[config.mk]
export PLATFORM = sky130hd
export DESIGN_NAME = spwd_top
export DESIGN_NICKNAME = d
export VERILOG_FILES = /design/src/spwd_pkg.sv /design/src/spwd_watchdog.sv /design/src/spwd_top.sv
export VERILOG_INCLUDE_DIRS = /design/src
export SDC_FILE = /design/constraint.sdc
export NUM_CORES = 1
export LEC_CHECK = 0
export BUFFER_PORTS_ARGS = -buffer_cell sky130_fd_sc_hd__clkbuf_2
export CORE_MARGIN = 2
export CORE_UTILIZATION = 49
export CTS_CLUSTER_SIZE = 24
export DETAILED_ROUTE_END_ITERATION = 10
export PLACE_DENSITY = 0.78
export SYNTH_ARGS = -nofsm -noshare
export SYNTH_HDL_FRONTEND = slang
export SYNTH_HIERARCHICAL = 1
export SYNTH_SLANG_ARGS = --single-unit
export TNS_END_PERCENT = 50
[constraint.sdc]
create_clock -name ref_clk_in -period 4 [get_ports ref_clk_in]
set_input_delay 0.6 -clock ref_clk_in [delete_from_list [all_inputs] [get_ports ref_clk_in]]
set_output_delay 0.6 -clock ref_clk_in [all_outputs]
set_load 0.1 [all_outputs]
[src/spwd_defs.svh]
// Purpose: Offsets, field positions, reset values and timing counts of the sleep/regulator/watchdog block
// Assumes: 100 MHz system clock, AXI4-Lite byte addresses in the low 8 bits
// Notes: Included by the package and by both modules
`ifndef SPWD_DEFS_SVH
`define SPWD_DEFS_SVH

// Register byte offsets
`define SPWD_OFF_REGPWR 8'h00
`define SPWD_OFF_WDTCTL 8'h04
`define SPWD_OFF_IRQST 8'h08
`define SPWD_OFF_IRQMSK 8'h0C
`define SPWD_OFF_STATE 8'h10
`define SPWD_OFF_WDTCLR 8'h14

// Field positions
`define SPWD_LPSEL_BIT 1
`define SPWD_RSVD_BIT 0
`define SPWD_WDTPS_LSB 1
`define SPWD_WDTPS_MSB 5
`define SPWD_SWEN_BIT 0
`define SPWD_IRQ_WDT_RST 0
`define SPWD_IRQ_WDT_WAKE 1
`define SPWD_IRQ_RESUME 2
`define SPWD_IRQ_W 3

// Reset values
`define SPWD_LPSEL_RST 1'b0
`define SPWD_WDTPS_RST 5'h0B
`define SPWD_SWEN_RST 1'b0

// Timing
`define SPWD_CLK_PERIOD_NS 10
`define SPWD_SYS_CLK_HZ 100000000
`define SPWD_LF_OSC_HZ 31000
`define SPWD_LF_DIV_CYC ((`SPWD_SYS_CLK_HZ + `SPWD_LF_OSC_HZ - 1) / `SPWD_LF_OSC_HZ)
`define SPWD_STAB_DELAY_NS 5000
`define SPWD_STAB_DELAY_CYC ((`SPWD_STAB_DELAY_NS + `SPWD_CLK_PERIOD_NS - 1) / `SPWD_CLK_PERIOD_NS)
`define SPWD_WDT_BASE_TICKS 24'h000020
`define SPWD_WDT_PS_MAX 5'h12

// Bus responses
`define SPWD_RESP_OKAY 2'h0
`define SPWD_RESP_SLVERR 2'h2

`endif

[src/spwd_pkg.sv]
// Purpose: Types and shared decode functions of the sleep/regulator/watchdog block
// Assumes: spwd_defs.svh supplies the numbers
// Notes: State of each module is one packed struct
`include "spwd_defs.svh"

package spwd_pkg;

    typedef enum logic [2:0] {
        SPWD_AWAKE = 3'h1,
        SPWD_SLEEP = 3'h2,
        SPWD_WAKE_DLY = 3'h4
    } spwd_pwr_state_t;

    typedef enum logic [1:0] {
        SPWD_WDT_OFF = 2'h0,
        SPWD_WDT_SW = 2'h1,
        SPWD_WDT_NOSLEEP = 2'h2,
        SPWD_WDT_ON = 2'h3
    } spwd_wdt_mode_t;

    typedef struct packed {
        logic [11:0] lf_div;
        logic lf_tick;
        logic [23:0] cnt;
        logic timeout;
    } spwd_wdt_state_t;

    typedef struct packed {
        logic aw_have;
        logic [7:0] aw_addr;
        logic w_have;
        logic [31:0] w_data;
        logic [3:0] w_strb;
        logic bvalid;
        logic [1:0] bresp;
        logic rvalid;
        logic [31:0] rdata;
        logic [1:0] rresp;
        logic lp_sel;
        logic [4:0] wdt_ps;
        logic wdt_sw_en;
        logic [2:0] irq_st;
        logic [2:0] irq_mask;
        spwd_pwr_state_t pwr;
        logic [9:0] dly_cnt;
        logic lp_used;
        logic hold;
        logic cap_seen;
        logic rst_pulse;
        logic to_n;
        logic pd_n;
        logic reg_lp;
        logic cap_pin_a5;
    } spwd_top_state_t;

    // Watchdog running for a given mode, software enable and sleep state
    function automatic logic spwd_wdt_active(input logic [1:0] mode, input logic sw_en, input logic asleep);
        logic act;
        act = 1'b0;
        unique case (mode)
            SPWD_WDT_ON: act = 1'b1;
            SPWD_WDT_NOSLEEP: act = !asleep;
            SPWD_WDT_SW: act = sw_en;
            SPWD_WDT_OFF: act = 1'b0;
        endcase
        return act;
    endfunction

    // Time-out length in slow-oscillator ticks; out-of-range codes fall back to the shortest
    function automatic logic [23:0] spwd_wdt_limit(input logic [4:0] ps);
        logic [23:0] lim;
        lim = `SPWD_WDT_BASE_TICKS;
        if (ps <= `SPWD_WDT_PS_MAX) begin
            lim = `SPWD_WDT_BASE_TICKS << ps;
        end
        return lim;
    endfunction

endpackage

[src/spwd_watchdog.sv]
// Purpose: Watchdog counter timed from a divided slow-oscillator tick
// Assumes: One system clock; the slow oscillator is modelled as an enable pulse
// Notes: Clear and stop both force the count to zero
`timescale 1ns/1ps
`include "spwd_defs.svh"

module spwd_watchdog
    import spwd_pkg::*;
#(
    parameter int LF_DIV_CYC = `SPWD_LF_DIV_CYC
) (
    input wire logic ref_clk_in,
    input wire logic rstn_in,
    input wire logic run_in,
    input wire logic clear_in,
    input wire logic [4:0] period_sel_in,
    output logic running_out,
    output logic timeout_out
);

    spwd_wdt_state_t st_q;
    spwd_wdt_state_t st_d;

    // Divider runs free, as the slow oscillator is independent of software
    always_comb begin
        st_d = st_q;
        st_d.timeout = 1'b0;
        st_d.lf_tick = (st_q.lf_div == 12'(LF_DIV_CYC - 1));
        st_d.lf_div = st_d.lf_tick ? 12'h000 : st_q.lf_div + 12'h001;
        if (clear_in || !run_in) begin
            st_d.cnt = 24'h000000;
        end else if (st_q.lf_tick) begin
            if (st_q.cnt == spwd_wdt_limit(period_sel_in) - 24'h000001) begin
                st_d.cnt = 24'h000000;
                st_d.timeout = 1'b1;
            end else begin
                st_d.cnt = st_q.cnt + 24'h000001;
            end
        end
    end

    always_ff @(posedge ref_clk_in or negedge rstn_in) begin
        if (!rstn_in) begin
            st_q <= '0;
        end else begin
            st_q <= st_d;
        end
    end

    assign timeout_out = st_q.timeout;
    assign running_out = run_in;

    property p_wdt_timeout_cause;
        @(posedge ref_clk_in) disable iff (!rstn_in)
        timeout_out |-> $past(st_q.lf_tick) && ($past(st_q.cnt) == spwd_wdt_limit($past(period_sel_in)) - 24'h000001);
    endproperty
    a_wdt_timeout_cause: assert property (p_wdt_timeout_cause) else $error("watchdog timed out early");

    property p_wdt_clear;
        @(posedge ref_clk_in) disable iff (!rstn_in)
        clear_in |=> (st_q.cnt == 24'h000000) && !timeout_out;
    endproperty
    a_wdt_clear: assert property (p_wdt_clear) else $error("watchdog count not cleared");

    property p_wdt_tick_single;
        @(posedge ref_clk_in) disable iff (!rstn_in)
        st_q.lf_tick |=> !st_q.lf_tick;
    endproperty
    a_wdt_tick_single: assert property (p_wdt_tick_single) else $error("slow tick lasted two cycles");

endmodule

[src/spwd_top.sv]
// Purpose: Sleep regulator mode, regulator-capacitor power-up hold and watchdog, behind AXI4-Lite
// Assumes: All pin inputs synchronous to ref_clk_in; sleep and wake requests are one-cycle pulses
// Notes: Watchdog time-out while awake resets the device; while asleep it wakes it
// Functional notes
// - With low-power select set, the regulator goes to low power for the whole of Sleep.
// - The low-power select bit is 0 after every reset, giving normal regulator and fast wake.
// - Waking from Sleep in low-power regulator mode adds a stabilisation delay before running.
// - An enabled peripheral that needs the normal regulator keeps it normal in Sleep.
// - Regulator register bits 7..2 read 0, bit 0 reads 1; software writes bit 0 as 1.
// - At power-up the device is held in reset until the regulator capacitor is charged.
// - Cap-pin select 0 puts the regulator capacitor on port A pin five.
// - The watchdog resets the device if not cleared before its time-out.
// - The watchdog counts the 31 kHz slow oscillator with a 1 ms base tick.
// - The time-out ranges from 1 ms to 256 s.
// - Four watchdog modes chosen by a two-bit configuration field.
// - Mode 11 runs always, including Sleep.
// - Mode 10 runs awake and stops in Sleep.
// - Mode 01 runs only while the software enable is 1; mode 00 is off.
// - A time-out in Sleep wakes the device and updates the time-out and power-down flags.
// - The watchdog is cleared on entering Sleep and on waking, and counts in Sleep only if enabled.
`timescale 1ns/1ps
`include "spwd_defs.svh"

module spwd_top
    import spwd_pkg::*;
#(
    parameter int LF_DIV_CYC = `SPWD_LF_DIV_CYC
) (
    input wire logic ref_clk_in,
    input wire logic rstn_in,
    input wire logic s_axi_awvalid_in,
    output logic s_axi_awready_out,
    input wire logic [31:0] s_axi_awaddr_in,
    input wire logic s_axi_wvalid_in,
    output logic s_axi_wready_out,
    input wire logic [31:0] s_axi_wdata_in,
    input wire logic [3:0] s_axi_wstrb_in,
    output logic s_axi_bvalid_out,
    input wire logic s_axi_bready_in,
    output logic [1:0] s_axi_bresp_out,
    input wire logic s_axi_arvalid_in,
    output logic s_axi_arready_out,
    input wire logic [31:0] s_axi_araddr_in,
    output logic s_axi_rvalid_out,
    input wire logic s_axi_rready_in,
    output logic [31:0] s_axi_rdata_out,
    output logic [1:0] s_axi_rresp_out,
    input wire logic [1:0] watchdog_mode_cfg_in,
    input wire logic regulator_cap_pin_select_in,
    input wire logic cap_charged_in,
    input wire logic sleep_enter_in,
    input wire logic wake_event_in,
    input wire logic watchdog_clear_instr_in,
    input wire logic normal_reg_periph_en_in,
    output logic regulator_low_power_out,
    output logic regulator_cap_pin_on_port_a_pin_five_out,
    output logic device_reset_req_out,
    output logic cpu_run_out,
    output logic irq_out
);

    spwd_top_state_t st_q;
    spwd_top_state_t st_d;
    logic wdt_run_c;
    logic wdt_clr_c;
    logic wake_c;
    logic wdt_timeout;

    // Handshake readies are combinational; one write and one read in flight at most
    assign s_axi_awready_out = !st_q.aw_have && !st_q.bvalid;
    assign s_axi_wready_out = !st_q.w_have && !st_q.bvalid;
    assign s_axi_arready_out = !st_q.rvalid;

    always_comb begin
        logic commit;
        logic wr_en;
        logic wr_clr;
        logic [2:0] irq_set;
        logic [2:0] irq_clr;
        logic asleep;
        st_d = st_q;
        commit = st_q.aw_have && st_q.w_have && !st_q.bvalid;
        wr_en = commit && st_q.w_strb[0];
        wr_clr = 1'b0;
        irq_set = 3'h0;
        irq_clr = 3'h0;
        wake_c = 1'b0;
        st_d.rst_pulse = 1'b0;
        asleep = (st_q.pwr == SPWD_SLEEP);
        // Watchdog enable per mode, settled before the state read below uses it
        wdt_run_c = spwd_wdt_active(watchdog_mode_cfg_in, st_q.wdt_sw_en, asleep);

        // Write address and data are accepted in either order
        if (s_axi_awvalid_in && s_axi_awready_out) begin
            st_d.aw_have = 1'b1;
            st_d.aw_addr = s_axi_awaddr_in[7:0];
        end
        if (s_axi_wvalid_in && s_axi_wready_out) begin
            st_d.w_have = 1'b1;
            st_d.w_data = s_axi_wdata_in;
            st_d.w_strb = s_axi_wstrb_in;
        end
        if (s_axi_bvalid_out && s_axi_bready_in) begin
            st_d.bvalid = 1'b0;
        end
        if (commit) begin
            st_d.aw_have = 1'b0;
            st_d.w_have = 1'b0;
            st_d.bvalid = 1'b1;
            st_d.bresp = `SPWD_RESP_OKAY;
            unique case (st_q.aw_addr)
                `SPWD_OFF_REGPWR: begin
                    // Reserved bit 0 is hardwired; a write of 0 there is simply not kept
                    if (wr_en) st_d.lp_sel = st_q.w_data[`SPWD_LPSEL_BIT];
                end
                `SPWD_OFF_WDTCTL: begin
                    if (wr_en) begin
                        st_d.wdt_ps = st_q.w_data[`SPWD_WDTPS_MSB:`SPWD_WDTPS_LSB];
                        st_d.wdt_sw_en = st_q.w_data[`SPWD_SWEN_BIT];
                    end
                end
                `SPWD_OFF_IRQST: begin
                    if (wr_en) irq_clr = st_q.w_data[2:0];
                end
                `SPWD_OFF_IRQMSK: begin
                    if (wr_en) st_d.irq_mask = st_q.w_data[2:0];
                end
                `SPWD_OFF_WDTCLR: begin
                    if (wr_en) wr_clr = st_q.w_data[0];
                end
                `SPWD_OFF_STATE: begin
                end
                default: st_d.bresp = `SPWD_RESP_SLVERR;
            endcase
        end

        // Read mux; unmapped addresses answer SLVERR with zero data
        if (s_axi_rvalid_out && s_axi_rready_in) begin
            st_d.rvalid = 1'b0;
        end
        if (s_axi_arvalid_in && s_axi_arready_out) begin
            st_d.rvalid = 1'b1;
            st_d.rresp = `SPWD_RESP_OKAY;
            st_d.rdata = 32'h00000000;
            unique case (s_axi_araddr_in[7:0])
                `SPWD_OFF_REGPWR: begin
                    st_d.rdata[`SPWD_LPSEL_BIT] = st_q.lp_sel;
                    st_d.rdata[`SPWD_RSVD_BIT] = 1'b1;
                end
                `SPWD_OFF_WDTCTL: begin
                    st_d.rdata[`SPWD_WDTPS_MSB:`SPWD_WDTPS_LSB] = st_q.wdt_ps;
                    st_d.rdata[`SPWD_SWEN_BIT] = st_q.wdt_sw_en;
                end
                `SPWD_OFF_IRQST: st_d.rdata[2:0] = st_q.irq_st;
                `SPWD_OFF_IRQMSK: st_d.rdata[2:0] = st_q.irq_mask;
                `SPWD_OFF_STATE: begin
                    st_d.rdata[7:0] = {st_q.cap_pin_a5, st_q.pd_n, st_q.to_n, wdt_run_c, st_q.hold,
                                       st_q.pwr == SPWD_WAKE_DLY, st_q.reg_lp, asleep};
                end
                `SPWD_OFF_WDTCLR: begin
                end
                default: st_d.rresp = `SPWD_RESP_SLVERR;
            endcase
        end

        // Power-up hold: two consecutive charged samples end it
        st_d.cap_seen = cap_charged_in;
        if (st_q.hold && st_q.cap_seen && cap_charged_in) begin
            st_d.hold = 1'b0;
        end

        // Watchdog clear by instruction or by the register strobe
        if (watchdog_clear_instr_in || wr_clr) begin
            st_d.to_n = 1'b1;
            st_d.pd_n = 1'b1;
        end

        // Sleep sequencing
        unique case (st_q.pwr)
            SPWD_AWAKE: begin
                if (sleep_enter_in && !st_q.hold && !wdt_timeout) begin
                    st_d.pwr = SPWD_SLEEP;
                    st_d.pd_n = 1'b0;
                    st_d.to_n = 1'b1;
                    st_d.lp_used = 1'b0;
                end
            end
            SPWD_SLEEP: begin
                if (st_q.reg_lp) st_d.lp_used = 1'b1;
                if (wdt_timeout) begin
                    st_d.to_n = 1'b0;
                    irq_set[`SPWD_IRQ_WDT_WAKE] = 1'b1;
                end
                if (wdt_timeout || wake_event_in) begin
                    wake_c = 1'b1;
                    if (st_q.lp_used || st_q.reg_lp) begin
                        st_d.pwr = SPWD_WAKE_DLY;
                        st_d.dly_cnt = 10'(`SPWD_STAB_DELAY_CYC - 1);
                    end else begin
                        st_d.pwr = SPWD_AWAKE;
                        irq_set[`SPWD_IRQ_RESUME] = 1'b1;
                    end
                end
            end
            SPWD_WAKE_DLY: begin
                if (st_q.dly_cnt == 10'h000) begin
                    st_d.pwr = SPWD_AWAKE;
                    irq_set[`SPWD_IRQ_RESUME] = 1'b1;
                end else begin
                    st_d.dly_cnt = st_q.dly_cnt - 10'h001;
                end
            end
            default: st_d.pwr = SPWD_AWAKE;
        endcase

        // Time-out while awake resets the device and its regulator and watchdog control bits; the IRQ mask keeps its value
        if (wdt_timeout && !asleep) begin
            st_d.rst_pulse = 1'b1;
            st_d.to_n = 1'b0;
            st_d.pwr = SPWD_AWAKE;
            st_d.lp_sel = `SPWD_LPSEL_RST;
            st_d.wdt_ps = `SPWD_WDTPS_RST;
            st_d.wdt_sw_en = `SPWD_SWEN_RST;
            irq_set[`SPWD_IRQ_WDT_RST] = 1'b1;
        end

        // Regulator low power only in Sleep and only if no peripheral needs it normal
        st_d.reg_lp = (st_d.pwr == SPWD_SLEEP) && st_d.lp_sel && !normal_reg_periph_en_in;
        st_d.cap_pin_a5 = !regulator_cap_pin_select_in;

        // Set wins over a clear in the same cycle
        st_d.irq_st = (st_q.irq_st & ~irq_clr) | irq_set;

        // Watchdog clear on the events that restart it
        wdt_clr_c = st_q.hold || watchdog_clear_instr_in || wr_clr || wake_c ||
                    (st_q.pwr == SPWD_AWAKE && st_d.pwr == SPWD_SLEEP);
    end

    always_ff @(posedge ref_clk_in or negedge rstn_in) begin
        if (!rstn_in) begin
            st_q <= '0;
            st_q.pwr <= SPWD_AWAKE;
            st_q.lp_sel <= `SPWD_LPSEL_RST;
            st_q.wdt_ps <= `SPWD_WDTPS_RST;
            st_q.wdt_sw_en <= `SPWD_SWEN_RST;
            st_q.hold <= 1'b1;
            st_q.to_n <= 1'b1;
            st_q.pd_n <= 1'b1;
            st_q.cap_pin_a5 <= 1'b1;
        end else begin
            st_q <= st_d;
        end
    end

    spwd_watchdog #(
        .LF_DIV_CYC(LF_DIV_CYC)
    ) u_watchdog (
        .ref_clk_in(ref_clk_in),
        .rstn_in(rstn_in),
        .run_in(wdt_run_c),
        .clear_in(wdt_clr_c),
        .period_sel_in(st_q.wdt_ps),
        .running_out(),
        .timeout_out(wdt_timeout)
    );

    assign s_axi_bvalid_out = st_q.bvalid;
    assign s_axi_bresp_out = st_q.bresp;
    assign s_axi_rvalid_out = st_q.rvalid;
    assign s_axi_rdata_out = st_q.rdata;
    assign s_axi_rresp_out = st_q.rresp;
    assign regulator_low_power_out = st_q.reg_lp;
    assign regulator_cap_pin_on_port_a_pin_five_out = st_q.cap_pin_a5;
    assign device_reset_req_out = st_q.hold || st_q.rst_pulse;
    assign cpu_run_out = (st_q.pwr == SPWD_AWAKE) && !st_q.hold;
    assign irq_out = |(st_q.irq_st & st_q.irq_mask);

    property p_lp_in_sleep;
        @(posedge ref_clk_in) disable iff (!rstn_in)
        (st_q.pwr == SPWD_SLEEP && !wake_c && st_q.lp_sel && !normal_reg_periph_en_in) |=> regulator_low_power_out;
    endproperty
    a_lp_in_sleep: assert property (p_lp_in_sleep) else $error("regulator not in low power during sleep");

    property p_lpsel_reset;
        @(posedge ref_clk_in) disable iff (!rstn_in)
        (wdt_timeout && st_q.pwr != SPWD_SLEEP) |=> !st_q.lp_sel && device_reset_req_out;
    endproperty
    a_lpsel_reset: assert property (p_lpsel_reset) else $error("low-power select survived reset");

    property p_wake_delay;
        @(posedge ref_clk_in) disable iff (!rstn_in)
        (st_q.pwr == SPWD_SLEEP && wake_c && st_q.reg_lp && !wdt_timeout) |=> !cpu_run_out [*8];
    endproperty
    a_wake_delay: assert property (p_wake_delay) else $error("resumed without stabilisation delay");

    property p_periph_normal;
        @(posedge ref_clk_in) disable iff (!rstn_in)
        normal_reg_periph_en_in |=> !regulator_low_power_out;
    endproperty
    a_periph_normal: assert property (p_periph_normal) else $error("low power while peripheral needs normal");

    property p_regpwr_read;
        @(posedge ref_clk_in) disable iff (!rstn_in)
        (s_axi_arvalid_in && s_axi_arready_out && s_axi_araddr_in[7:0] == `SPWD_OFF_REGPWR)
            |=> s_axi_rvalid_out && (s_axi_rdata_out[31:2] == 30'h00000000) && s_axi_rdata_out[0];
    endproperty
    a_regpwr_read: assert property (p_regpwr_read) else $error("regulator register read wrong");

    property p_hold_release;
        @(posedge ref_clk_in) disable iff (!rstn_in)
        $fell(st_q.hold) |-> $past(cap_charged_in, 1) && $past(cap_charged_in, 2);
    endproperty
    a_hold_release: assert property (p_hold_release) else $error("hold released without two charged samples");

    property p_hold_reset;
        @(posedge ref_clk_in) disable iff (!rstn_in)
        st_q.hold |-> device_reset_req_out && !cpu_run_out;
    endproperty
    a_hold_reset: assert property (p_hold_reset) else $error("device not held in reset");

    property p_cap_pin;
        @(posedge ref_clk_in) disable iff (!rstn_in)
        !regulator_cap_pin_select_in |=> regulator_cap_pin_on_port_a_pin_five_out;
    endproperty
    a_cap_pin: assert property (p_cap_pin) else $error("cap pin not on port A pin five");

    property p_sleep_timeout_wakes;
        @(posedge ref_clk_in) disable iff (!rstn_in)
        (wdt_timeout && st_q.pwr == SPWD_SLEEP) |=> !device_reset_req_out && !st_q.to_n && st_q.pwr != SPWD_SLEEP;
    endproperty
    a_sleep_timeout_wakes: assert property (p_sleep_timeout_wakes) else $error("sleep time-out did not wake");

    property p_nosleep_mode;
        @(posedge ref_clk_in) disable iff (!rstn_in)
        (watchdog_mode_cfg_in == SPWD_WDT_NOSLEEP && st_q.pwr == SPWD_SLEEP && $past(st_q.pwr) == SPWD_SLEEP)
            |-> !wdt_timeout;
    endproperty
    a_nosleep_mode: assert property (p_nosleep_mode) else $error("watchdog fired in sleep in mode 10");

endmodule

-- After elaboration in Yosys (flattened, before gate mapping)
Cells that the tools add are included.
Widths: inputs -> output; s select.
- register bits: 132
- bits of input ports: 115
- output and inout bits: 46
- add/sub/neg operators: 4
- magnitude comparators: 1
- equality and inequality tests: 24
- shifts and indexed selects: 1
- multiplexer cells: 63
- bitwise gates (word level): 4
- reduce and logical (&&, ||, !) cells: 59
- operators with widths (operator ; number):
    $mux 24 ; 5
    $mux 37 ; 1
    $mux 35 ; 1
    $eq 8x4->1 const B ; 4
    $eq 8x5->1 const B ; 4
    $mux 25 ; 1
    $add 24x1->24 const B ; 1
    $eq 24x24->1 ; 1
    $mux 3 ; 8
    $shl 6x5->24 const A ; 1
    $sub 24x1->24 const B ; 1
    $mux 1 ; 23
    $mux 10 ; 2
    $pmux 10 s2 ; 1
    $reduce_bool 2->1 ; 10
    $logic_and 1x1->1 ; 19
    $eq 8x3->1 const B ; 2
    $logic_not 8->1 ; 2
    $mux 7 ; 2
    $mux 13 ; 1
    $add 12x1->12 const B ; 1
    $eq 12x12->1 const B ; 1
    $mux 12 ; 1
    $mux 2 ; 6
    other kinds (27) ; 57

-- Depth between registers and ports, before layout
Gate-level depths: netlist (run 1).
- depth after elaboration: 16
- gate-level depth with buffers: 15
- depth with buffers taken out: 11

-- Modules after synthesis
Netlist (run 1), hierarchy kept.
- modules (own cells, without submodules) (module ; times used ; cells an instance ; area each (um^2) ; seq. area each (um^2)):
    spwd_top ; 1 ; 320 ; 3303.2 ; 1586.5
    spwd_watchdog ; 1 ; 341 ; 2850.2 ; 950.9

-- Worst setup path before layout (run 1)
No wires, ideal clock.
- path type: register to register
- start point: reg st_q[19] in the netlist's numbering
- end point: reg u_watchdog/st_q[17] in the netlist's numbering
- setup time: 120 ps
- data arrival time: 5095 ps
- required time: 3880 ps
- setup slack: -1215 ps
- cell stages (with the launch flop): 9
- path buffers: 1
- clock period less this slack: 5215 ps
- cells stage by stage: dfrtp_1 > clkbuf_1 > nor4b_1 > nand2_1 > o211ai_1 > nor2b_1 > nand3_1 > a32oi_1 > a31o_2
- cells in the longest elaborated chain, start to end: 9
- elaborated cells on any way between the ends: 20
- RTL lines (element ; RTL line ; RTL):
    start, declared ; spwd_top.sv:62 ; spwd_top_state_t st_q;
    start signal, assigned ; spwd_top.sv:251 ; st_q <= st_d;
    parallel branches: the longest is 6 deep, another holds $eq 3x3->1 ; n/a ;
    $logic_or 1x1->1 * ; spwd_top.sv:235 ; wdt_clr_c = st_q.hold || watchdog_clear_instr_in || wr_clr || wake_c ||
    named net wdt_clr_c ; spwd_top.sv:65 ; logic wdt_clr_c;
    $logic_or 1x1->1 * ; spwd_watchdog.sv:30 ; if (clear_in || !run_in) begin
    $mux 24 or $reduce_bool 2->1 (tied branches) ; n/a ;
    end signal, assigned ; spwd_watchdog.sv:46 ; st_q <= st_d;
    end, declared ; spwd_watchdog.sv:21 ; spwd_wdt_state_t st_q;
Mark *: on every way through the listed nets, which the timed path passes. The select of a mux whose other input is x is not followed.
A chain may end at the register's enable or synchronous reset.

-- Final worst setup path (run 1)
- start point: reg st_q[29] in the netlist's numbering
- end point: reg u_watchdog/st_q[23] in the netlist's numbering
- cells in the longest elaborated chain, start to end: 9
- elaborated cells on any way between the ends: 10
- RTL lines (element ; RTL line ; RTL):
    $le 5x5->1 (no source line) or $shl 6x5->24 (tied branches) ; n/a ;
    $mux 24 * ; spwd_pkg.sv:73 ; if (ps <= `SPWD_WDT_PS_MAX) begin
    $mux 24 * ; spwd_watchdog.sv:32 ; end else if (st_q.lf_tick) begin
    $mux 24 * ; spwd_watchdog.sv:30 ;
    $sub 24x1->24 * ; spwd_watchdog.sv:33 ; if (st_q.cnt == spwd_wdt_limit(period_sel_in) - 24'h000001) begin
    $eq 24x24->1 * ; spwd_watchdog.sv:33 ;
    $mux 24 * ; spwd_watchdog.sv:33 ;
    $mux 25 * ; spwd_watchdog.sv:32 ;
    $mux 24 * ; spwd_watchdog.sv:30 ;
Every way passes the cells marked *; elsewhere a longest branch is shown, timed or not. The select of a mux whose other input is x is not followed.

==> qor.yml, run 1 <==
floorplan:
  die_x_um: 116
  rows: 40
  core_area_um2: 12100
  start_util_pct: 50.7
  chipHeight_um: 116
  dieArea_um2: 13500
  ios: 161
cells_and_area:
  final_nets: 811
  diodes: 0
  area_growth_pct: 9.57
  layout-drive-gt1-share_pct: 21.0
placed_design:
  pre_cts_slack_ns: 0.253
  gp_congestion: 0.903
  dp_hpwl_mm: 9.92
  io_buffers: 57
cts:
  clk_pin_slew_ns: 0.07
  clockBufferDepth: 2
  tritoncts: "done"
  clkSinkCount: 101
  cts_setup_buffers: 0
  h-tree-depth: 3
  cts_hold_buf: 0
  cts_resized: 0
  clk_latency_ns: 0.34
  cts-buffers-inserted: 9
  root_buffer: "clkbuf_16"
critical_path:
  crit_buf_inv: 2
  critical_path.top_delay_family: "simple AND/OR/NAND/NOR gates"
  path_class: "register to register"
  crit_fanout: 12
  critPathCaptureType: "register"
  critPathRequiredTime_ns: 4.22
  crit_chain: "a211oi_1 > nor2_1 > a21oi_1 > ha_1 > buf_4 > or4_4 > o32ai_1 > a31o_2 > o22ai_1 > or3_1 > o31ai_4 > buf_4 > nor2_1"
  worst_ep_arrival_time_ns: 4.00
  rr_worst_depth: 13
  max_stage_delay_ns: 0.66
  cp.depth: 13
  slowest_stage: "dfstp_2"
  crit_path_start_kind: "register"
sta:
  worstMarginPinSlew_ns: 0.960
  fin_setup_tns_ns: 0
  hold_violations: 0
  relSlewSlack_pct: 36.0
  final_max_slew_viol_count: 0
  final.min_clock_period_ns: 3.78
  rsz0062_at_grt: "no"
  post-route-period-util_pct: 94.4
  setup_viol: 0
  setup_ws_ns: 0.223
  fmax_mhz: 265
  fin_worst_skew_ns: 0.00949
synthesis:
  postSynthAreaPerCell_um2: 9.31
  syn_inst: 660
  ys_warn_count: 6
  synth_area_um2: 6150
detailed_routing:
  routed_wl_mm: 13.8
  first_iter_violations: 436
  remaining_drc_errors: 0
  dr.pass1.iters: 5
  postRouteAntennaNets: 0
  viasPerCell: 5.85
  post_drt_wl_per_cell_um: 16.0
  num_vias: 5052
global_route:
  grt_pass1_vias: 4711
  grt_start_max_net_pins: 79
  grt_util_all_layers_pct: 21.5
  antenna_found_initial: 0
  grt_pass1_wl_mm: 23.2
  overflow: 0
hold_path:
  holdPathStages: 2
  hold_class: "input port to register"
status:
  status: "completed"
flow_run:
  maxCapViolations: 0
power_and_ir_drop:
  max-vdd-ir-drop_v: 0.000765
  powerDensity_nw_per_um2: 535
  p_leak_nw: 2.85
-- where the power goes --
part | total (mW) | switching (mW) | internal (mW)
Combinational | 1.22 | 0.835 | 0.386
Sequential | 1.35 | 0.182 | 1.17
Clock | 1.03 | 0.382 | 0.647
-- cells in the final DEF, fill, tap and decap left out, types with 7 or more instances in the layout --
master and instances:
or3_1 10, clkbuf_2 56, dfstp_2 8, a21oi_1 28, nand4_1 14, inv_1 14, dfrtp_1 93, nor4_1 8
xor2_1 24, or4_1 7, nor2_1 53, nand3_1 26, o31ai_1 10, nand4b_1 10, buf_4 14, nor2_2 10
nand2_1 48, and3_1 8, conb_1 26, mux2i_1 7, xnor2_1 11, nor3_1 17, mux2_2 17, o21ai_0 31
clkbuf_16 9
-- through the flow --
step | instance area (um^2) | power (mW) | cells | util, % | hold slack, ns
6_report | 6730 | 3.60 | 863 | 55.6 | 0.353
5_1_grt | 6730 | 3.77 | 863 | 55.6 | 0.358
4_1_cts | 6730 | 3.60 | 863 | 55.5 | 0.346
3_5_place_dp | 6370 | 2.56 | 847 | 52.6 | 0.386
3_3_place_gp | 6370 | 2.53 | 847 | 52.6 | 0.382
2_1_floorplan | 6250 | 2.34 | 685 | - | 0.304
-- worst reg2reg max path: stages (launching register included) --
cell and delay, ns:
dfstp_2 0.66, a211oi_1 0.14, nor2_1 0.10, a21oi_1 0.05, ha_1 0.33, buf_4 0.24, or4_4 0.44, o32ai_1 0.28
a31o_2 0.15, o22ai_1 0.13, or3_1 0.52, o31ai_4 0.33, buf_4 0.23, nor2_1 0.06
-- state kept, by name, summed over array words and instances (netlist names) --
| register | flops |
|---|---|
| regulator_cap_pin_on_port_a_pin_five_out | 1 |
| regulator_low_power_out | 1 |
| s_axi_bresp_out | 1 |
| s_axi_bvalid_out | 1 |
| s_axi_rdata_out | 8 |
| s_axi_rresp_out | 1 |
| s_axi_rvalid_out | 1 |
| st_q | 49 |
| u_watchdog/st_q | 37 |
| u_watchdog/timeout_out | 1 |
-- cell type report --
cell class                      instances  area, um^2
Clock buffer                           11         253
Clock inverter                          5         104
Fill cell                            1076        5380
Inverter                               17        63.8
Multi-Input combinational cell        491        3180
Sequential cell                       101        2540
Tap cell                              168         210
Timing Repair Buffer                   70         385
-- path summary, 6_finish.rpt --
| check | start | slack (ns) | to |
|---|---|---|---|
| setup / recovery | st_q[29] | 0.22 | u_watchdog/st_q[23] |
| hold / removal | regulator_cap_pin_select_in | 0.35 | regulator_cap_pin_on_port_a_pin_five_out |
| setup reg to reg | st_q[29] | 0.22 | u_watchdog/st_q[23] |
| hold reg to reg | st_q[5] | 0.42 | st_q[6] |
| max in group asynchronous | rstn_in | 2.69 | st_q[2] |
| min in group asynchronous | rstn_in | 0.40 | st_q[11] |
-- per-layer routing --
metal  track usage [%]  up-vias  share of wire, %
li1                  -     2412                 -
met1              30.2     2433                46
met2              33.6      189                46
met3              3.35       18               5.9
met4              8.33        0               1.8
met5                 0        -                 0
Note: power is estimated with default switching activity, not from simulation.
==> inputs of run 2 (changes only) <==
Settings changed: ABC_CLOCK_PERIOD_IN_PS set to 4160, CORE_UTILIZATION 49 to 54, PLACE_DENSITY 0.78 to 0.81.
Clock period 4 ns to 4.16 ns, I/O delays scaled along.
==> qor.yml, run 2 (synthesis gave the netlist of run 1 again) <==
placed_design:
  dp_hpwl_mm: 10.3  # was 9.92 mm
  gp_congestion: 0.908  # was 0.903
  io_buffers: 57  # unchanged
  postPlaceCellArea_um2: 6350  # was 6370 um^2
cts:
  cts_setup_buffers: 0  # unchanged
  tritoncts: "done"  # unchanged
  root_buffer: "clkbuf_16"  # unchanged
  h-tree-depth: 3  # unchanged
  clk_latency_ns: 0.35  # was 0.34 ns
  cts-buffers-inserted: 9  # unchanged
  clkSinkCount: 101  # unchanged
  clk_pin_slew_ns: 0.06  # was 0.07 ns
  clockBufferDepth: 2  # unchanged
  cts_hold_buf: 0  # unchanged
  cts_resized: 0  # unchanged
global_route:
  grt_util_all_layers_pct: 23.4  # was 21.5%
  antenna_found_initial: 0  # unchanged
  grt_pass1_wl_mm: 23.9  # was 23.2 mm
  grt_pass1_vias: 4942  # was 4711
  overflow: 0  # unchanged
  grt_start_max_net_pins: 60  # was 79
cells_and_area:
  final_common_cell: "dfrtp_1"  # unchanged
  largest_reg_flops: 49  # unchanged
  layout-drive-gt1-share_pct: 20.8  # was 21.0%
  area_growth_pct: 8.25  # was 9.57%
  design_area_um2: 6650  # was 6730 um^2
  max_flop_register: "st_q"  # unchanged
  final_nets: 813  # was 811
  most-common-layout-cells: "dfrtp_1 (93), clkbuf_2 (56), nor2_1 (53)"  # unchanged
  diodes: 0  # unchanged
  fillCellCount: 937  # was 1076
detailed_routing:
  remaining_drc_errors: 0  # unchanged
  first_iter_violations: 375  # was 436
  postRouteAntennaNets: 0  # unchanged
  viasPerCell: 6.15  # was 5.85
  num_vias: 5151  # was 5052
  dr.pass1.iters: 5  # unchanged
  post_drt_wl_per_cell_um: 16.9  # was 16.0 um
  routed_wl_mm: 14.2  # was 13.8 mm
hold_path:
  hold_class: "input port to async pin"  # was input port to register
sta:
  final_max_slew_viol_count: 0  # unchanged
  fin_setup_tns_ns: 0  # unchanged
  fmax_mhz: 259  # was 265 MHz
  fin_worst_skew_ns: 0.00828  # was 0.00949 ns
  hold_violations: 0  # unchanged
  final.min_clock_period_ns: 3.87  # was 3.78 ns
  worstMarginPinSlew_ns: 0.846  # was 0.960 ns
  post-route-period-util_pct: 92.9  # was 94.4%
  setup_viol: 0  # unchanged
  rsz0062_at_grt: "no"  # unchanged
  relSlewSlack_pct: 42.8  # was 36.0%
floorplan:
  start_util_pct: 56.0  # was 50.7%
  ios: 161  # unchanged
  dieArea_um2: 12300  # was 13500 um^2
  rows: 38  # was 40
  chipHeight_um: 111  # was 116 um
  die_x_um: 111  # was 116 um
  core_area_um2: 11000  # was 12100 um^2
flow_run:
  maxCapViolations: 0  # unchanged
power_and_ir_drop:
  powerDensity_nw_per_um2: 500  # was 535 nW/um^2
  p_leak_nw: 2.83  # was 2.85 nW
  max-vdd-ir-drop_v: 0.000730  # was 0.000765 V
critical_path:
  worst_ep_arrival_time_ns: 4.10  # was 4.00 ns
  crit_path_start_kind: "register"  # unchanged
  critPathRequiredTime_ns: 4.40  # was 4.22 ns
  path_class: "register to register"  # unchanged
  critPathCaptureType: "register"  # unchanged
  reg2reg_setup_slack_ns: 0.29  # was 0.22 ns
  crit_fanout: 8  # was 12
status:
  status: "completed"  # unchanged
[run 2: where the power goes]
| group | internal, mW | switching (mW) |
|---|---|---|
| Sequential | 1.12 | 0.178 |
| Clock | 0.488 | 0.367 |
| Combinational | 0.373 | 0.799 |
[run 2: per-layer routing]
layer / wire length (um) / up-vias / GRT usage [%]
li1: - / 2408 / -
met1: 6180 / 2512 / 31.4
met2: 6810 / 206 / 37.8
met3: 895 / 25 / 5.58
met4: 298 / 0 / 7.25
met5: 0 / - / 0
[run 2: area by class of cell]
| type | instances | area (um^2) | area share, % |
|---|---|---|---|
| clock buffer | 12 | 246 | 3.71 |
| timing repair buffer | 72 | 400 | 6.02 |
| inverter | 17 | 63.8 | 0.959 |
| sequential | 101 | 2540 | 38.1 |
| multi-input combinational | 491 | 3170 | 47.7 |
| tap | 140 | 175 | 2.63 |
| clock inverter | 4 | 55.1 | 0.828 |
[run 2: worst max-delay path: stages, from the launching register on]
cell and delay (ns):
dfrtp_1 0.45, nor4_1 0.43, a21oi_1 0.14, ha_1 0.26, and2_1 0.18, o21ai_0 0.41
o21bai_1 0.10, or4b_1 0.54, or4_4 0.62, o31ai_4 0.31, buf_4 0.25, nor2_1 0.06
[run 2: final timing paths]
kind | to | cells past startpoint | start
worst max-delay path | u_watchdog/st_q[23] | 11 | st_q[30]
worst min-delay path | s_axi_rdata_out[1] | 1 | rstn_in
worst max register to register | u_watchdog/st_q[23] | 11 | st_q[30]
worst min register to register | st_q[6] | 1 | st_q[5]
max in group asynchronous | st_q[112] | 2 | rstn_in
min in group ref_clk_in | regulator_cap_pin_on_port_a_pin_five_out | 2 | regulator_cap_pin_select_in
[run 2: per-stage QoR]
| stage | utilization (%) | worst slack (ns) | hold WS (ns) | power, mW | std cells |
|---|---|---|---|---|---|
| 2_1_floorplan | - | 0.429 | 0.328 | 2.25 | 685 |
| 3_3_place_gp | 57.8 | 0.453 | 0.383 | 2.43 | 821 |
| 3_5_place_dp | 57.8 | 0.350 | 0.398 | 2.47 | 821 |
| 4_1_cts | 60.6 | 0.335 | 0.360 | 3.34 | 837 |
| 5_1_grt | 60.6 | 0.117 | 0.375 | 3.49 | 837 |
| 6_report | 60.6 | 0.294 | 0.339 | 3.33 | 837 |
==> inputs of run 3 (changes only) <==
Settings changed: CELL_PAD_IN_SITES_DETAIL_PLACEMENT set to 1, CELL_PAD_IN_SITES_GLOBAL_PLACEMENT set to 1, CORE_UTILIZATION 54 to 40, PLACE_DENSITY 0.81 to unset, PLACE_DENSITY_LB_ADDON set to 0.1.
==> qor.yml, run 3 (synthesis gave the netlist of run 1 again) <==
cts:
  cts_resized: 0  # unchanged
  clk_latency_ns: 0.35  # about the same
  cts-buffers-inserted: 9  # unchanged
  root_buffer: "clkbuf_16"  # unchanged
  cts_hold_buf: 0  # unchanged
  clk_pin_slew_ns: 0.07  # was 0.06 ns
  h-tree-depth: 3  # unchanged
  clockBufferDepth: 2  # unchanged
  cts_setup_buffers: 0  # unchanged
  clkSinkCount: 101  # unchanged
  tritoncts: "done"  # unchanged
floorplan:
  chipHeight_um: 128  # was 111 um
  die_x_um: 128  # was 111 um
  dieArea_um2: 16400  # was 12300 um^2
  start_util_pct: 40.7  # was 56.0%
  core_area_um2: 15100  # was 11000 um^2
  ios: 161  # unchanged
  rows: 45  # was 38
detailed_routing:
  post_drt_wl_per_cell_um: 18.3  # was 16.9 um
  dr.pass1.iters: 5  # unchanged
  viasPerCell: 5.75  # was 6.15
  routed_wl_mm: 16.2  # was 14.2 mm
  remaining_drc_errors: 0  # unchanged
  first_iter_violations: 276  # was 375
  postRouteAntennaNets: 0  # unchanged
  num_vias: 5085  # was 5151
power_and_ir_drop:
  finalPower_mw: 3.48  # was 3.33 mW
  pwr-share-clk_pct: 28.2  # was 25.7%
  sw_frac_of_total_pct: 40.0  # was 40.4%
  comb_power_share_pct: 34.4  # was 35.2%
  p_leak_nw: 2.86  # was 2.83 nW
  power_frac_seq_pct: 37.4  # was 39.1%
  powerDensity_nw_per_um2: 515  # was 500 nW/um^2
  power_switching_mw: 1.39  # was 1.34 mW
  intPower_mw: 2.09  # was 1.98 mW
  max-vdd-ir-drop_v: 0.000493  # was 0.000730 V
sta:
  hold_ws_ns: 0.377  # was 0.339 ns
  hold_violations: 0  # unchanged
  worstMarginPinSlew_ns: 0.951  # was 0.846 ns
  fin_worst_skew_ns: 0.00684  # was 0.00828 ns
  post-route-period-util_pct: 93.7  # was 92.9%
  final_max_slew_viol_count: 0  # unchanged
  fin_setup_tns_ns: 0  # unchanged
  setup_viol: 0  # unchanged
  final.min_clock_period_ns: 3.90  # was 3.87 ns
  relSlewSlack_pct: 36.6  # was 42.8%
  rsz0062_at_grt: "no"  # unchanged
  setup_ws_ns: 0.261  # was 0.294 ns
  fmax_mhz: 256  # was 259 MHz
cells_and_area:
  diodes: 0  # unchanged
  finish.utilization_pct: 44.8  # was 60.6%
  most-common-layout-cells: "dfrtp_1 (93), clkbuf_2 (56), nor2_1 (53)"  # unchanged
  fillCellCount: 1766  # was 937
  layout-drive-gt1-share_pct: 21.1  # was 20.8%
  largest_reg_flops: 49  # unchanged
  area_growth_pct: 9.93  # was 8.25%
  final_nets: 813  # unchanged
  design_area_um2: 6760  # was 6650 um^2
  finalNonFillerCells: 885  # was 837
  max_flop_register: "st_q"  # unchanged
  final_common_cell: "dfrtp_1"  # unchanged
global_route:
  overflow: 0  # unchanged
  grt_pass1_wl_mm: 26.9  # was 23.9 mm
  grt_pass1_vias: 5202  # was 4942
  grt_start_max_net_pins: 78  # was 60
  antenna_found_initial: 0  # unchanged
  grt_util_all_layers_pct: 20.6  # was 23.4%
flow_run:
  maxCapViolations: 0  # unchanged
placed_design:
  dp_cells: 869  # was 821
  io_buffers: 57  # unchanged
  postPlaceCellArea_um2: 6410  # was 6350 um^2
  pre_cts_slack_ns: 0.262  # was 0.350 ns
  gp_congestion: 0.866  # was 0.908
  dp_hpwl_mm: 12.2  # was 10.3 mm
critical_path:
  critPathRequiredTime_ns: 4.40  # about the same
  worst_ep_arrival_time_ns: 4.14  # was 4.10 ns
  path_class: "register to register"  # unchanged
  slowest_stage: "nor4_1"  # was or4_4
  crit_chain: "nor4_1 > a21oi_1 > ha_1 > buf_4 > or4_4 > o32ai_1 > a31o_2 > o22ai_1 > or3_1 > o31ai_4 > buf_4 > nor2_1"  # was nor4_1 > a21oi_1 > ha_1 > and2_1 > o21ai_0 > o21bai_1 > or4b_1 > or4_4 > o31ai_4 > buf_4 > nor2_1
  critPathCaptureType: "register"  # unchanged
  crit_fanout: 13  # was 8
  max_stage_delay_ns: 0.53  # was 0.62 ns
  cpMostUsedCell: "buf_4"
  crit_path_start_kind: "register"  # unchanged
status:
  status: "completed"  # unchanged
hold_path:
  hold_class: "input port to register"  # was input port to async pin
## run 3: cell types whose count changed in the layout (fill, tap and decap cells not counted), sizes merged
| cell | change |
|---|---|
| clkinv | +1 |
| bufinv | +2 |
| clkbuf | -3 |
## run 3: power by group through the flow
stage               clock network (mW)  registers [mW]  logic, mW
detailed placement                   0            1.32       1.19
CTS                               1.01            1.30       1.20
finish                           0.980            1.30       1.20
global placement                     0            1.31       1.17
floorplan                            0            1.27      0.980
global route                      1.05            1.33       1.28
## run 3: worst paths after layout
| path | startpoint | endpoint | slack [ns] | cells past startpoint |
|---|---|---|---|---|
| setup / recovery | st_q[28] | u_watchdog/st_q[4] | 0.26 | 12 |
| hold / removal | regulator_cap_pin_select_in | regulator_cap_pin_on_port_a_pin_five_out | 0.38 | 2 |
| setup reg to reg | st_q[28] | u_watchdog/st_q[4] | 0.26 | 12 |
| hold reg to reg | st_q[5] | st_q[6] | 0.40 | 1 |
| max in group asynchronous | rstn_in | st_q[31] | 2.77 | 2 |
| min in group asynchronous | rstn_in | st_q[76] | 0.43 | 1 |
## run 3: critical path, delay by kind of cell, from the launching register on
kind / cells / cell delay [ns]
AO/OA/AOI/OAI: 5 / 1.05
adder cells (fa/ha/maj): 1 / 0.27
buffers and inverters: 2 / 0.42
flip-flops: 1 / 0.46
AND/OR/NAND/NOR: 4 / 1.56
## run 3: final cells by class
type	instances	area, um^2	area share [%]
flip-flops and latches	101	2540	37.6
clock buffers	9	225	3.33
well taps	188	235	3.48
inverters	17	63.8	0.944
multi-input cells	491	3170	47.0
repair buffers	72	400	5.93
clock inverters	7	120	1.78
## run 3: per-layer routing
metal / up-vias / wire, um / track usage (%)
li1: 2397 / - / -
met1: 2558 / 7700 / 28.2
met3: 21 / 633 / 3.51
met4: 0 / 300 / 6.59
met2: 109 / 7590 / 33.5
met5: - / 0 / 0
